[config.mk]
export PLATFORM = sky130hd
export DESIGN_NAME = prsr_top
export DESIGN_NICKNAME = d
export VERILOG_FILES = /design/src/logic/prsr_pkg.sv /design/src/logic/prsr_top.sv
export SDC_FILE = /design/constraint.sdc
export NUM_CORES = 1
export LEC_CHECK = 0
export BUFFER_PORTS_ARGS = -buffer_cell sky130_fd_sc_hd__clkbuf_2
export CELL_PAD_IN_SITES_DETAIL_PLACEMENT = 0
export CELL_PAD_IN_SITES_GLOBAL_PLACEMENT = 1
export CORE_ASPECT_RATIO = 1.75
export CORE_MARGIN = 1.5
export CORE_UTILIZATION = 38
export CTS_CLUSTER_SIZE = 16
export DETAILED_ROUTE_END_ITERATION = 8
export HOLD_SLACK_MARGIN = 0.02
export MAX_ROUTING_LAYER = met4
export PLACE_DENSITY_LB_ADDON = 0.1
export SYNTH_ARGS = -nofsm -noshare
export SYNTH_HDL_FRONTEND = slang
export SYNTH_SLANG_ARGS = --single-unit
[constraint.sdc]
create_clock -name clock -period 2.5 [get_ports clock]
set_clock_uncertainty 0.15 [all_clocks]
set_input_delay 0.375 -clock clock [delete_from_list [all_inputs] [get_ports clock]]
set_output_delay 0.375 -clock clock [all_outputs]
set_load 0.05 [all_outputs]
[src/logic/prsr_pkg.sv]
// Purpose: Shared constants and types of the pin reset and stop recovery sequencer
// Assumes: Single 250 MHz clock; watchdog oscillator arrives as a one-cycle tick
// Notes:   Register data is 8 bits wide, addresses are register indexes
package prsr_pkg;

    localparam int          DATA_W            = 8;
    localparam int          ADDR_W            = 4;
    localparam int          CNT_W             = 10;
    localparam int          CLOCK_MHZ         = 250;

    // Register map
    localparam logic [3:0]  REG_WDCTL         = 4'h0;
    localparam logic [3:0]  REG_CTRL          = 4'h1;
    localparam logic [3:0]  REG_INT_STATUS    = 4'h2;
    localparam logic [3:0]  REG_INT_CLEAR     = 4'h3;
    localparam logic [3:0]  REG_INT_ENABLE    = 4'h4;
    localparam logic [3:0]  REG_SEQ_STATE     = 4'h5;

    // Watchdog control register flag positions
    localparam int          WD_STOP_BIT       = 0;
    localparam int          WD_TIMEOUT_BIT    = 1;
    localparam int          WD_EXT_BIT        = 2;
    localparam int          FLAG_W            = 3;

    // Control register and event positions
    localparam int          CTRL_IME_BIT      = 0;
    localparam int          EV_PIN_RESET      = 0;
    localparam int          EV_STOP_RECOVERY  = 1;
    localparam int          EV_WDT_WAKE       = 2;
    localparam int          EV_W              = 3;

    // Sequence lengths
    localparam int          WDO_HOLD_CYCLES   = 514;
    localparam int          SYS_HOLD_CYCLES   = 16;
    localparam int          SHORT_RST_CYCLES  = 66;

    // Reset vector locations and reset values
    localparam logic [15:0] VEC_ADDR_HI       = 16'h0002;
    localparam logic [15:0] VEC_ADDR_LO       = 16'h0003;
    localparam logic [7:0]  READ_ZERO         = 8'h00;
    localparam logic [2:0]  FLAGS_RESET       = 3'h0;

    typedef enum logic [3:0] {
        PRSR_SHORT_RST = 4'h0,
        PRSR_FETCH_HI  = 4'h1,
        PRSR_FETCH_LO  = 4'h3,
        PRSR_LOAD_PC   = 4'h2,
        PRSR_RUN       = 4'h6,
        PRSR_STOP      = 4'h7,
        PRSR_REC_WDO   = 4'h5,
        PRSR_REC_SYS   = 4'h4,
        PRSR_PIN_HOLD  = 4'h8
    } prsr_state_t;

    typedef struct packed {
        logic [ADDR_W-1:0] addr;
        logic [DATA_W-1:0] wdata;
        logic              wr;
        logic              rd;
    } prsr_bus_req_t;

endpackage

[src/logic/prsr_top.sv]
// Purpose: Reset sequencing for the external reset pin and stop mode recovery
// Assumes: All inputs synchronous to clock; program memory answers one cycle after pm_rd
// Notes:   nrst is the power-on reset; the reset pin arrives on ext_reset_n
//
// Design decisions made here: the register offsets and the plain strobed port.
`timescale 1ns/100ps
`default_nettype none
module prsr_top
    import prsr_pkg::*;
#(
    parameter int GPIO_W        = 8,
    parameter int WDO_CYCLES    = WDO_HOLD_CYCLES,
    parameter int SYS_CYCLES    = SYS_HOLD_CYCLES,
    parameter int SHORT_CYCLES  = SHORT_RST_CYCLES
) (
    // Clock and power-on reset
    input  wire logic              clock,
    input  wire logic              nrst,
    // External reset pin
    input  wire logic              ext_reset_n,
    // Core side
    input  wire logic              stop_instr,
    input  wire logic              core_ei,
    input  wire logic              core_di,
    input  wire logic              core_irq_ack,
    output logic                   core_reset,
    output logic                   regfile_reset,
    output logic                   stop_mode,
    output logic                   pc_load,
    output logic [15:0]            pc_value,
    output logic                   wdt_irq_req,
    // Program memory vector fetch
    output logic                   pm_rd,
    output logic [15:0]            pm_addr,
    input  wire logic [7:0]        pm_data,
    // Watchdog and wake sources
    input  wire logic              wdo_tick,
    input  wire logic              wdt_timeout,
    input  wire logic              wdt_irq_mode,
    input  wire logic [GPIO_W-1:0] gpio_in,
    input  wire logic [GPIO_W-1:0] gpio_wake_en,
    // Register port
    input  wire prsr_bus_req_t     bus_req,
    output logic [DATA_W-1:0]      rdata,
    output logic                   irq
);

    typedef struct packed {
        prsr_state_t         state;
        logic [CNT_W-1:0]    cnt;
        logic                cause_ext;
        logic                cause_stop;
        logic                cause_wdt;
        logic [7:0]          vec_hi;
        logic                core_reset;
        logic                regfile_reset;
        logic                stop_mode;
        logic                pc_load;
        logic [15:0]         pc_value;
        logic                wdt_irq_req;
        logic                pm_rd;
        logic [15:0]         pm_addr;
        logic [FLAG_W-1:0]   wdctl;
        logic                ime;
        logic [EV_W-1:0]     int_status;
        logic [EV_W-1:0]     int_enable;
        logic                irq;
        logic [DATA_W-1:0]   rdata;
        logic [GPIO_W-1:0]   gpio_prev;
    } prsr_st_t;

    localparam prsr_st_t RESET_ST = '{
        state:         PRSR_SHORT_RST,
        core_reset:    1'b1,
        regfile_reset: 1'b1,
        default:       '0
    };

    prsr_st_t st;
    prsr_st_t next_st;
    wire logic gpio_wake;

    function automatic logic cnt_done(input logic [CNT_W-1:0] cnt, input int limit);
        cnt_done = (cnt == CNT_W'(limit - 1));
    endfunction

    // Transition on any wake-enabled pin
    assign gpio_wake = |((gpio_in ^ st.gpio_prev) & gpio_wake_en);

    always_comb begin
        next_st = st;
        next_st.pc_load = 1'b0;
        next_st.rdata = READ_ZERO;
        next_st.gpio_prev = gpio_in;

        // Software writes; hardware sets below override a clear in the same cycle
        if (bus_req.wr) begin
            case (bus_req.addr)
                REG_WDCTL:      next_st.wdctl = st.wdctl & ~bus_req.wdata[FLAG_W-1:0];
                REG_CTRL:       next_st.ime = bus_req.wdata[CTRL_IME_BIT];
                REG_INT_CLEAR:  next_st.int_status = st.int_status & ~bus_req.wdata[EV_W-1:0];
                REG_INT_ENABLE: next_st.int_enable = bus_req.wdata[EV_W-1:0];
                default: ;
            endcase
        end
        if (bus_req.rd) begin
            case (bus_req.addr)
                REG_WDCTL:      next_st.rdata = {5'h00, st.wdctl};
                REG_CTRL:       next_st.rdata = {7'h00, st.ime};
                REG_INT_STATUS: next_st.rdata = {5'h00, st.int_status};
                REG_INT_ENABLE: next_st.rdata = {5'h00, st.int_enable};
                REG_SEQ_STATE:  next_st.rdata = {4'h0, st.state};
                default:        next_st.rdata = READ_ZERO;
            endcase
        end

        // Master enable follows the core's enable, disable and acknowledge
        if (core_ei) begin
            next_st.ime = 1'b1;
        end
        if (core_di || core_irq_ack) begin
            next_st.ime = 1'b0;
        end
        if (core_irq_ack) begin
            next_st.wdt_irq_req = 1'b0;
        end

        case (st.state)
            PRSR_SHORT_RST: begin
                if (cnt_done(st.cnt, SHORT_CYCLES)) begin
                    next_st.cnt = '0;
                    if (ext_reset_n) begin
                        next_st.state = PRSR_FETCH_HI;
                        next_st.pm_rd = 1'b1;
                        next_st.pm_addr = VEC_ADDR_HI;
                    end else begin
                        next_st.state = PRSR_PIN_HOLD;
                    end
                end else begin
                    next_st.cnt = st.cnt + CNT_W'(1);
                end
            end
            PRSR_PIN_HOLD: begin
                if (ext_reset_n) begin
                    next_st.state = PRSR_FETCH_HI;
                    next_st.pm_rd = 1'b1;
                    next_st.pm_addr = VEC_ADDR_HI;
                end
            end
            PRSR_FETCH_HI: begin
                next_st.state = PRSR_FETCH_LO;
                next_st.pm_addr = VEC_ADDR_LO;
            end
            PRSR_FETCH_LO: begin
                next_st.state = PRSR_LOAD_PC;
                next_st.vec_hi = pm_data;
                next_st.pm_rd = 1'b0;
                next_st.pm_addr = '0;
            end
            PRSR_LOAD_PC: begin
                next_st.state = PRSR_RUN;
                next_st.pc_value = {st.vec_hi, pm_data};
                next_st.pc_load = 1'b1;
                next_st.core_reset = 1'b0;
                next_st.regfile_reset = 1'b0;
                if (st.cause_ext) begin
                    next_st.wdctl[WD_EXT_BIT] = 1'b1;
                    next_st.int_status[EV_PIN_RESET] = 1'b1;
                end
                if (st.cause_stop) begin
                    next_st.wdctl[WD_STOP_BIT] = 1'b1;
                    next_st.int_status[EV_STOP_RECOVERY] = 1'b1;
                end
                if (st.cause_wdt) begin
                    next_st.wdctl[WD_TIMEOUT_BIT] = 1'b1;
                    next_st.int_status[EV_WDT_WAKE] = 1'b1;
                    // Request only once the sequence is complete
                    if (wdt_irq_mode && next_st.ime) begin
                        next_st.wdt_irq_req = 1'b1;
                    end
                end
                next_st.cause_ext = 1'b0;
                next_st.cause_stop = 1'b0;
                next_st.cause_wdt = 1'b0;
            end
            PRSR_RUN: begin
                if (stop_instr) begin
                    next_st.state = PRSR_STOP;
                    next_st.stop_mode = 1'b1;
                end
            end
            PRSR_STOP: begin
                // Nothing but these sources or the reset pin ends stop
                if (wdt_timeout || gpio_wake) begin
                    next_st.state = PRSR_REC_WDO;
                    next_st.cnt = '0;
                    next_st.stop_mode = 1'b0;
                    next_st.core_reset = 1'b1;
                    next_st.cause_stop = 1'b1;
                    next_st.cause_wdt = wdt_timeout;
                end
            end
            PRSR_REC_WDO: begin
                if (wdo_tick) begin
                    if (cnt_done(st.cnt, WDO_CYCLES)) begin
                        next_st.state = PRSR_REC_SYS;
                        next_st.cnt = '0;
                    end else begin
                        next_st.cnt = st.cnt + CNT_W'(1);
                    end
                end
            end
            PRSR_REC_SYS: begin
                if (cnt_done(st.cnt, SYS_CYCLES)) begin
                    next_st.state = PRSR_FETCH_HI;
                    next_st.cnt = '0;
                    next_st.pm_rd = 1'b1;
                    next_st.pm_addr = VEC_ADDR_HI;
                end else begin
                    next_st.cnt = st.cnt + CNT_W'(1);
                end
            end
            default: begin
                next_st.state = PRSR_SHORT_RST;
                next_st.cnt = '0;
            end
        endcase

        // Reset pin takes over from any state; counting already under way continues
        if (!ext_reset_n) begin
            next_st.cause_ext = 1'b1;
            if (st.state != PRSR_SHORT_RST && st.state != PRSR_PIN_HOLD) begin
                next_st.state = PRSR_SHORT_RST;
                next_st.cnt = '0;
                next_st.core_reset = 1'b1;
                next_st.regfile_reset = 1'b1;
                next_st.stop_mode = 1'b0;
                next_st.pc_load = 1'b0;
                next_st.pm_rd = 1'b0;
                next_st.pm_addr = '0;
                next_st.wdt_irq_req = 1'b0;
                next_st.ime = 1'b0;
                next_st.cause_stop = 1'b0;
                next_st.cause_wdt = 1'b0;
            end
        end

        next_st.irq = |(next_st.int_status & next_st.int_enable);
    end

    always_ff @(posedge clock or negedge nrst) begin
        if (!nrst) begin
            st <= RESET_ST;
        end else begin
            st <= next_st;
        end
    end

    assign core_reset    = st.core_reset;
    assign regfile_reset = st.regfile_reset;
    assign stop_mode     = st.stop_mode;
    assign pc_load       = st.pc_load;
    assign pc_value      = st.pc_value;
    assign wdt_irq_req   = st.wdt_irq_req;
    assign pm_rd         = st.pm_rd;
    assign pm_addr       = st.pm_addr;
    assign rdata         = st.rdata;
    assign irq           = st.irq;

    property p_pin_start;
        @(posedge clock) disable iff (!nrst)
        (!ext_reset_n && st.state == PRSR_RUN) |=> (st.state == PRSR_SHORT_RST && core_reset);
    endproperty
    a_pin_start: assert property (p_pin_start) else $error("pin low did not start reset");

    property p_pin_hold;
        @(posedge clock) disable iff (!nrst)
        (!ext_reset_n) |=> (core_reset && !pc_load);
    endproperty
    a_pin_hold: assert property (p_pin_hold) else $error("core left reset with pin low");

    property p_pin_release;
        @(posedge clock) disable iff (!nrst)
        (st.state == PRSR_PIN_HOLD && ext_reset_n) |=> (st.state == PRSR_FETCH_HI) ##3 pc_load;
    endproperty
    a_pin_release: assert property (p_pin_release) else $error("late release was delayed");

    property p_ext_flag;
        @(posedge clock) disable iff (!nrst)
        (st.state == PRSR_LOAD_PC && st.cause_ext) |=> st.wdctl[WD_EXT_BIT];
    endproperty
    a_ext_flag: assert property (p_ext_flag) else $error("external reset flag not set");

    property p_stop_entry;
        @(posedge clock) disable iff (!nrst)
        $rose(stop_mode) |-> ($past(stop_instr) && $past(st.state) == PRSR_RUN);
    endproperty
    a_stop_entry: assert property (p_stop_entry) else $error("stop entered without instruction");

    property p_wdo_hold;
        @(posedge clock) disable iff (!nrst)
        (st.state == PRSR_REC_WDO && !(wdo_tick && cnt_done(st.cnt, WDO_CYCLES)) && ext_reset_n)
        |=> (st.state == PRSR_REC_WDO);
    endproperty
    a_wdo_hold: assert property (p_wdo_hold) else $error("oscillator hold ended early");

    property p_sys_hold;
        @(posedge clock) disable iff (!nrst)
        (st.state == PRSR_REC_WDO ##1 st.state == PRSR_REC_SYS) |->
        (st.cnt == '0) and ((st.state == PRSR_REC_SYS && ext_reset_n)[*8] |->
        (st.cnt == CNT_W'(7)));
    endproperty
    a_sys_hold: assert property (p_sys_hold) else $error("system clock hold miscounted");

    property p_sys_end;
        @(posedge clock) disable iff (!nrst)
        (st.state == PRSR_REC_SYS ##1 st.state == PRSR_FETCH_HI) |->
        $past(st.cnt) == CNT_W'(SYS_CYCLES - 1);
    endproperty
    a_sys_end: assert property (p_sys_end) else $error("released before sixteen clocks");

    property p_regfile_kept;
        @(posedge clock) disable iff (!nrst)
        (st.state == PRSR_STOP && ext_reset_n) |=> !regfile_reset;
    endproperty
    a_regfile_kept: assert property (p_regfile_kept) else $error("stop recovery reset regs");

    property p_vector;
        @(posedge clock) disable iff (!nrst)
        (st.state == PRSR_FETCH_HI && ext_reset_n) |->
        (pm_rd && pm_addr == VEC_ADDR_HI) ##1 (pm_rd && pm_addr == VEC_ADDR_LO);
    endproperty
    a_vector: assert property (p_vector) else $error("vector fetch address wrong");

    property p_pc_load;
        @(posedge clock) disable iff (!nrst)
        pc_load |-> (pc_value == {$past(st.vec_hi), $past(pm_data)} && !core_reset);
    endproperty
    a_pc_load: assert property (p_pc_load) else $error("program counter load wrong");

    property p_stop_flag;
        @(posedge clock) disable iff (!nrst)
        (st.state == PRSR_STOP && gpio_wake && ext_reset_n) |=>
        (st.state == PRSR_REC_WDO && st.cause_stop);
    endproperty
    a_stop_flag: assert property (p_stop_flag) else $error("gpio wake not taken");

    property p_wdt_wake;
        @(posedge clock) disable iff (!nrst)
        (st.state == PRSR_LOAD_PC && st.cause_wdt && ext_reset_n) |=>
        (st.wdctl[WD_TIMEOUT_BIT] && st.wdctl[WD_STOP_BIT]);
    endproperty
    a_wdt_wake: assert property (p_wdt_wake) else $error("timeout flags not set");

    property p_irq_after;
        @(posedge clock) disable iff (!nrst)
        $rose(wdt_irq_req) |-> (pc_load && st.ime && $past(st.cause_wdt) && $past(wdt_irq_mode));
    endproperty
    a_irq_after: assert property (p_irq_after) else $error("irq request out of sequence");

    property p_stay_stop;
        @(posedge clock) disable iff (!nrst)
        (st.state == PRSR_STOP && !wdt_timeout && !gpio_wake && ext_reset_n) |=>
        (st.state == PRSR_STOP && stop_mode);
    endproperty
    a_stay_stop: assert property (p_stay_stop) else $error("stop left without a source");

endmodule
`default_nettype wire

==> summary.md <==
| Metric | Value |
|---|---|
| Status | `finished, final reports clean` |
| I/O Buffers | `85` |
| Via density | `5.139` |
| Yosys reg bits | `86` |
| Global Route Usage Sum | `18.31%` |
| Clk buf depth | `2` |
| Reg area | `2155 um^2` |
| Slew HR | `62.25%` |
| Placement Setup Slack | `-0.01907 ns` |
| Core Rows | `50` |
| CP startpoint | `st[80]` |
| Worst setup margin | `0.09499 ns` |
| Main synth FF type | `dfrtp_1` |
| First-pass GRT wire length | `16.42 mm` |
| Syn Inst Count | `409` |
| Sequential Power Share | `35.8%` |
| Switch Pwr | `1.961 mW` |
| Sw frac | `37.88%` |
| Final hold violation count | `0` |
| Worst Path Arrival | `2.48 ns` |
| Layout cells sized above 1 | `32.53%` |
| TritonCTS clock tree | `yes` |
| Post-route insts no fill | `625` |
| CP endpoint kind | `register` |
| Vias | `3,212` |
| Clock Latency Late Sink | `0.34 ns` |
| Worst-case vdd ir drop | `0.5261 mV` |
| Starting Density | `39.44%` |
| Antenna viol nets, final | `0` |
| Total Nets Final | `540` |
| Maximum clock rate | `0.4158 GHz` |
| RSZ-0062 raised after global routing | `false` |
| H-tree levels | `3` |
| Clock root buffer | `clkbuf_16` |
| Post-DP HPWL | `7.442 mm` |
| DRC viols | `0` |
| Worst endpoint required time | `2.58 ns` |
| Cell Area, Synth | `4244 um^2` |
| Sequential element share of the synthesized area | `50.77%` |
| Unique masters post-synth | `63` |
| Hold path endpoint | `pc_value[7]` |
| GP Congestion | `0.8282` |
| Multi-input gate area | `1710 um^2` |
| Inserted Clock Buffers | `9` |
| R2r setup slk | `0.09 ns` |
| Placed cell count | `600` |
| Reg-to-reg endpoint | `pm_addr[12]` |
| Core box area | `10,760 um^2` |
| Tcrit/Tclk final | `96.20%` |
| Pins Over Slew Limit | `0` |
| MaxCap Viol Count | `0` |
| Post-detailed-routing wire length | `10.04 mm` |
| Mean Syn Cell Area | `10.38 um^2` |
| Reg-to-reg startpoint | `st[80]` |
| Die W | `82.89 um` |
| P&R area growth vs syn | `21.17%` |
| WHS Path Cells | `3` |
| Leak Pwr | `2.611 nW` |
| WL per Instance | `16.07 um` |
| Vias in the first global route | `3,245` |
| Pin count of the biggest net entering global routing | `44` |
| Initial detailed-routing violation count | `149` |
| Fin crit period | `2.405 ns` |
| FFs w/ async S/R, synth | `100.0%` |
| I/O pins | `95` |
| Critical Path Fanout Max | `14` |
| Total clock sinks | `86` |
| PwrDens | `1006 nW/um^2` |
| Final Setup Violations | `0` |
| Clock Power Share | `28.0%` |
| Yosys warnings | `0` |
| Fillers | `1,032` |
| Antenna diodes | `0` |
| Die ar. | `11,840 um^2` |
| Cell Area, Placed | `4716 um^2` |
| Gr ovfl total | `0` |
| Kind of critical path | `register to register` |
| Count of TritonRoute iterations in the first routing pass | `4` |
| Post-synth EDFFs | `0` |
| Finished Cell Area | `5142 um^2` |
| Crit path launch type | `register` |
| Antenna violations before repair | `0` |
| Post-CTS Setup Repair Bufs | `0` |
| Combinational power share | `36.2%` |
| Hold path startpoint | `pm_data[7]` |
| Min-Delay Path Class | `input pin to register` |
| Clock slew at reported path FFs | `0.07 ns` |
| Cell internal pwr | `3.215 mW` |
| Die height | `142.8 um` |
| Post-layout util | `47.79%` |
| Worst-Margin Slew | `0.5632 ns` |
| Reg2reg path depth | `6` |
[how the worst max path moves through the flow]
stage | endpoint | cells past startpoint
2_1_floorplan | st[85] | 8
3_3_place_gp | st[83] | 8
6_report | pm_addr[12] | 6
4_1_cts | pm_addr[7] | 6
3_5_place_dp | st[82] | 8
5_1_grt | pm_addr[3] | 6
[per-stage QoR]
step | total power, mW | setup TNS [ns] | hold WS (ns)
2_1_floorplan | 3.375 | 0 | -0.07059
3_3_place_gp | 3.709 | 0 | 0.2540
3_5_place_dp | 3.740 | -0.06696 | 0.2557
4_1_cts | 5.238 | 0 | 0.07357
5_1_grt | 5.467 | 0 | 0.08429
6_report | 5.175 | 0 | 0.08131
[cell families after synthesis]
logic type,Yosys count,synth area share [%]
and+or+nand+nor,164,19.22
other,1,0.08836
xor gates and xnor gates,9,1.857
DFF,86,50.77
muxes,18,4.864
adders and majority gates,2,0.5895
buffers and inverters,65,9.670
AOI/OAI and AO/OA,64,12.94
[cell usage after synthesis, types with 3 or more instances]
cell / n / area (um^2)
dfrtp_1: 84 / 2102
nand2_1: 71 / 266.5
buf_4: 40 / 300.3
nor2_1: 18 / 67.56
and2_1: 17 / 106.4
clkbuf_1: 16 / 60.06
mux2_2: 11 / 123.9
nand3_1: 9 / 45.04
a21oi_1: 8 / 40.04
a22o_1: 8 / 70.07
xor2_1: 8 / 70.07
nor2b_1: 7 / 43.79
nor3_1: 7 / 35.03
o21ai_0: 7 / 35.03
a221o_1: 6 / 60.06
and3_1: 6 / 37.54
inv_1: 6 / 22.52
mux2i_1: 6 / 60.06
nand2b_1: 5 / 31.28
a22oi_1: 4 / 30.03
nor3b_1: 4 / 30.03
or3_1: 4 / 25.02
o211a_1: 3 / 30.03
or2_2: 3 / 18.77
[power by group through the flow]
stage	Combinational (mW)	Clock, mW	Sequential, mW
finish	1.87	1.45	1.85
global placement	1.84	0	1.87
CTS	1.89	1.49	1.86
floorplan	1.41	0	1.97
detailed placement	1.86	0	1.88
global route	2.03	1.55	1.89
[flip-flops by register name, indices dropped and copies added (netlist names)]
| register | cells |
|---|---|
| pc_value | 16 |
| pc_load | 1 |
| core_reset | 1 |
| wdt_irq_req | 1 |
| regfile_reset | 1 |
| pm_addr | 16 |
| pm_rd | 1 |
| rdata | 4 |
| st | 43 |
| irq | 1 |
| stop_mode | 1 |
[area by class of cell]
| class | instances | share of cell area, % |
|---|---|---|
| clock buffers | 9 | 4.380 |
| clock inverters | 7 | 1.873 |
| inverters | 6 | 0.4380 |
| multi-input cells | 261 | 33.26 |
| flip-flops and latches | 86 | 41.90 |
| well taps | 130 | 3.163 |
| repair buffers | 126 | 14.99 |
[cell usage in the layout, fill, tap and decap left out, types with 6 or more instances in the layout]
| cell | Yosys | final |
|---|---|---|
| dfrtp_1 | 84 | 84 |
| mux2_2 | 11 | 11 |
| nand2_1 | 71 | 71 |
| o21ai_0 | 7 | 7 |
| a22o_1 | 8 | 8 |
| nor2_1 | 18 | 18 |
| dlygate4sd3_1 | 0 | 9 |
| mux2i_1 | 6 | 6 |
| nand3_1 | 9 | 9 |
| and3_1 | 6 | 6 |
| xor2_1 | 8 | 8 |
| clkbuf_16 | 0 | 9 |
| clkbuf_2 | 0 | 84 |
| a221o_1 | 6 | 6 |
| nor2b_1 | 7 | 7 |
| nor3_1 | 7 | 6 |
| buf_4 | 40 | 32 |
| and2_1 | 17 | 17 |
| a21oi_1 | 8 | 8 |
| inv_1 | 6 | 6 |
[layer usage]
metal / global-route usage (%) / wire [um] / up-vias / part of all wire [%]
li1: - / - / 1544 / -
met1: 20.74 / 4142 / 1577 / 41
met2: 29.95 / 5144 / 69 / 51
met3: 4.335 / 342 / 22 / 3.4
met4: 9.912 / 415 / 0 / 4.1
met5: - / 0 / - / 0
[timing repair]
| item | CTS | global route |
|---|---|---|
| setup endpoints to repair | 4 | 14 |
| gates cloned | 0 | 0 |
| hold buffers | 9 | 0 |
| endpoints found under the hold margin | 48 | 0 |
| gates resized for setup | 2 | 1 |
| pin swaps | 0 | 1 |
[worst max-delay path: stages, from the launching register on]
cell     delay, ns
dfrtp_1       0.39
or4_4         0.62
buf_4         0.18
o41ai_1       0.34
a21oi_1       0.15
a21o_2        0.28
and2_1        0.18
Power figures use the tool's default switching activity.
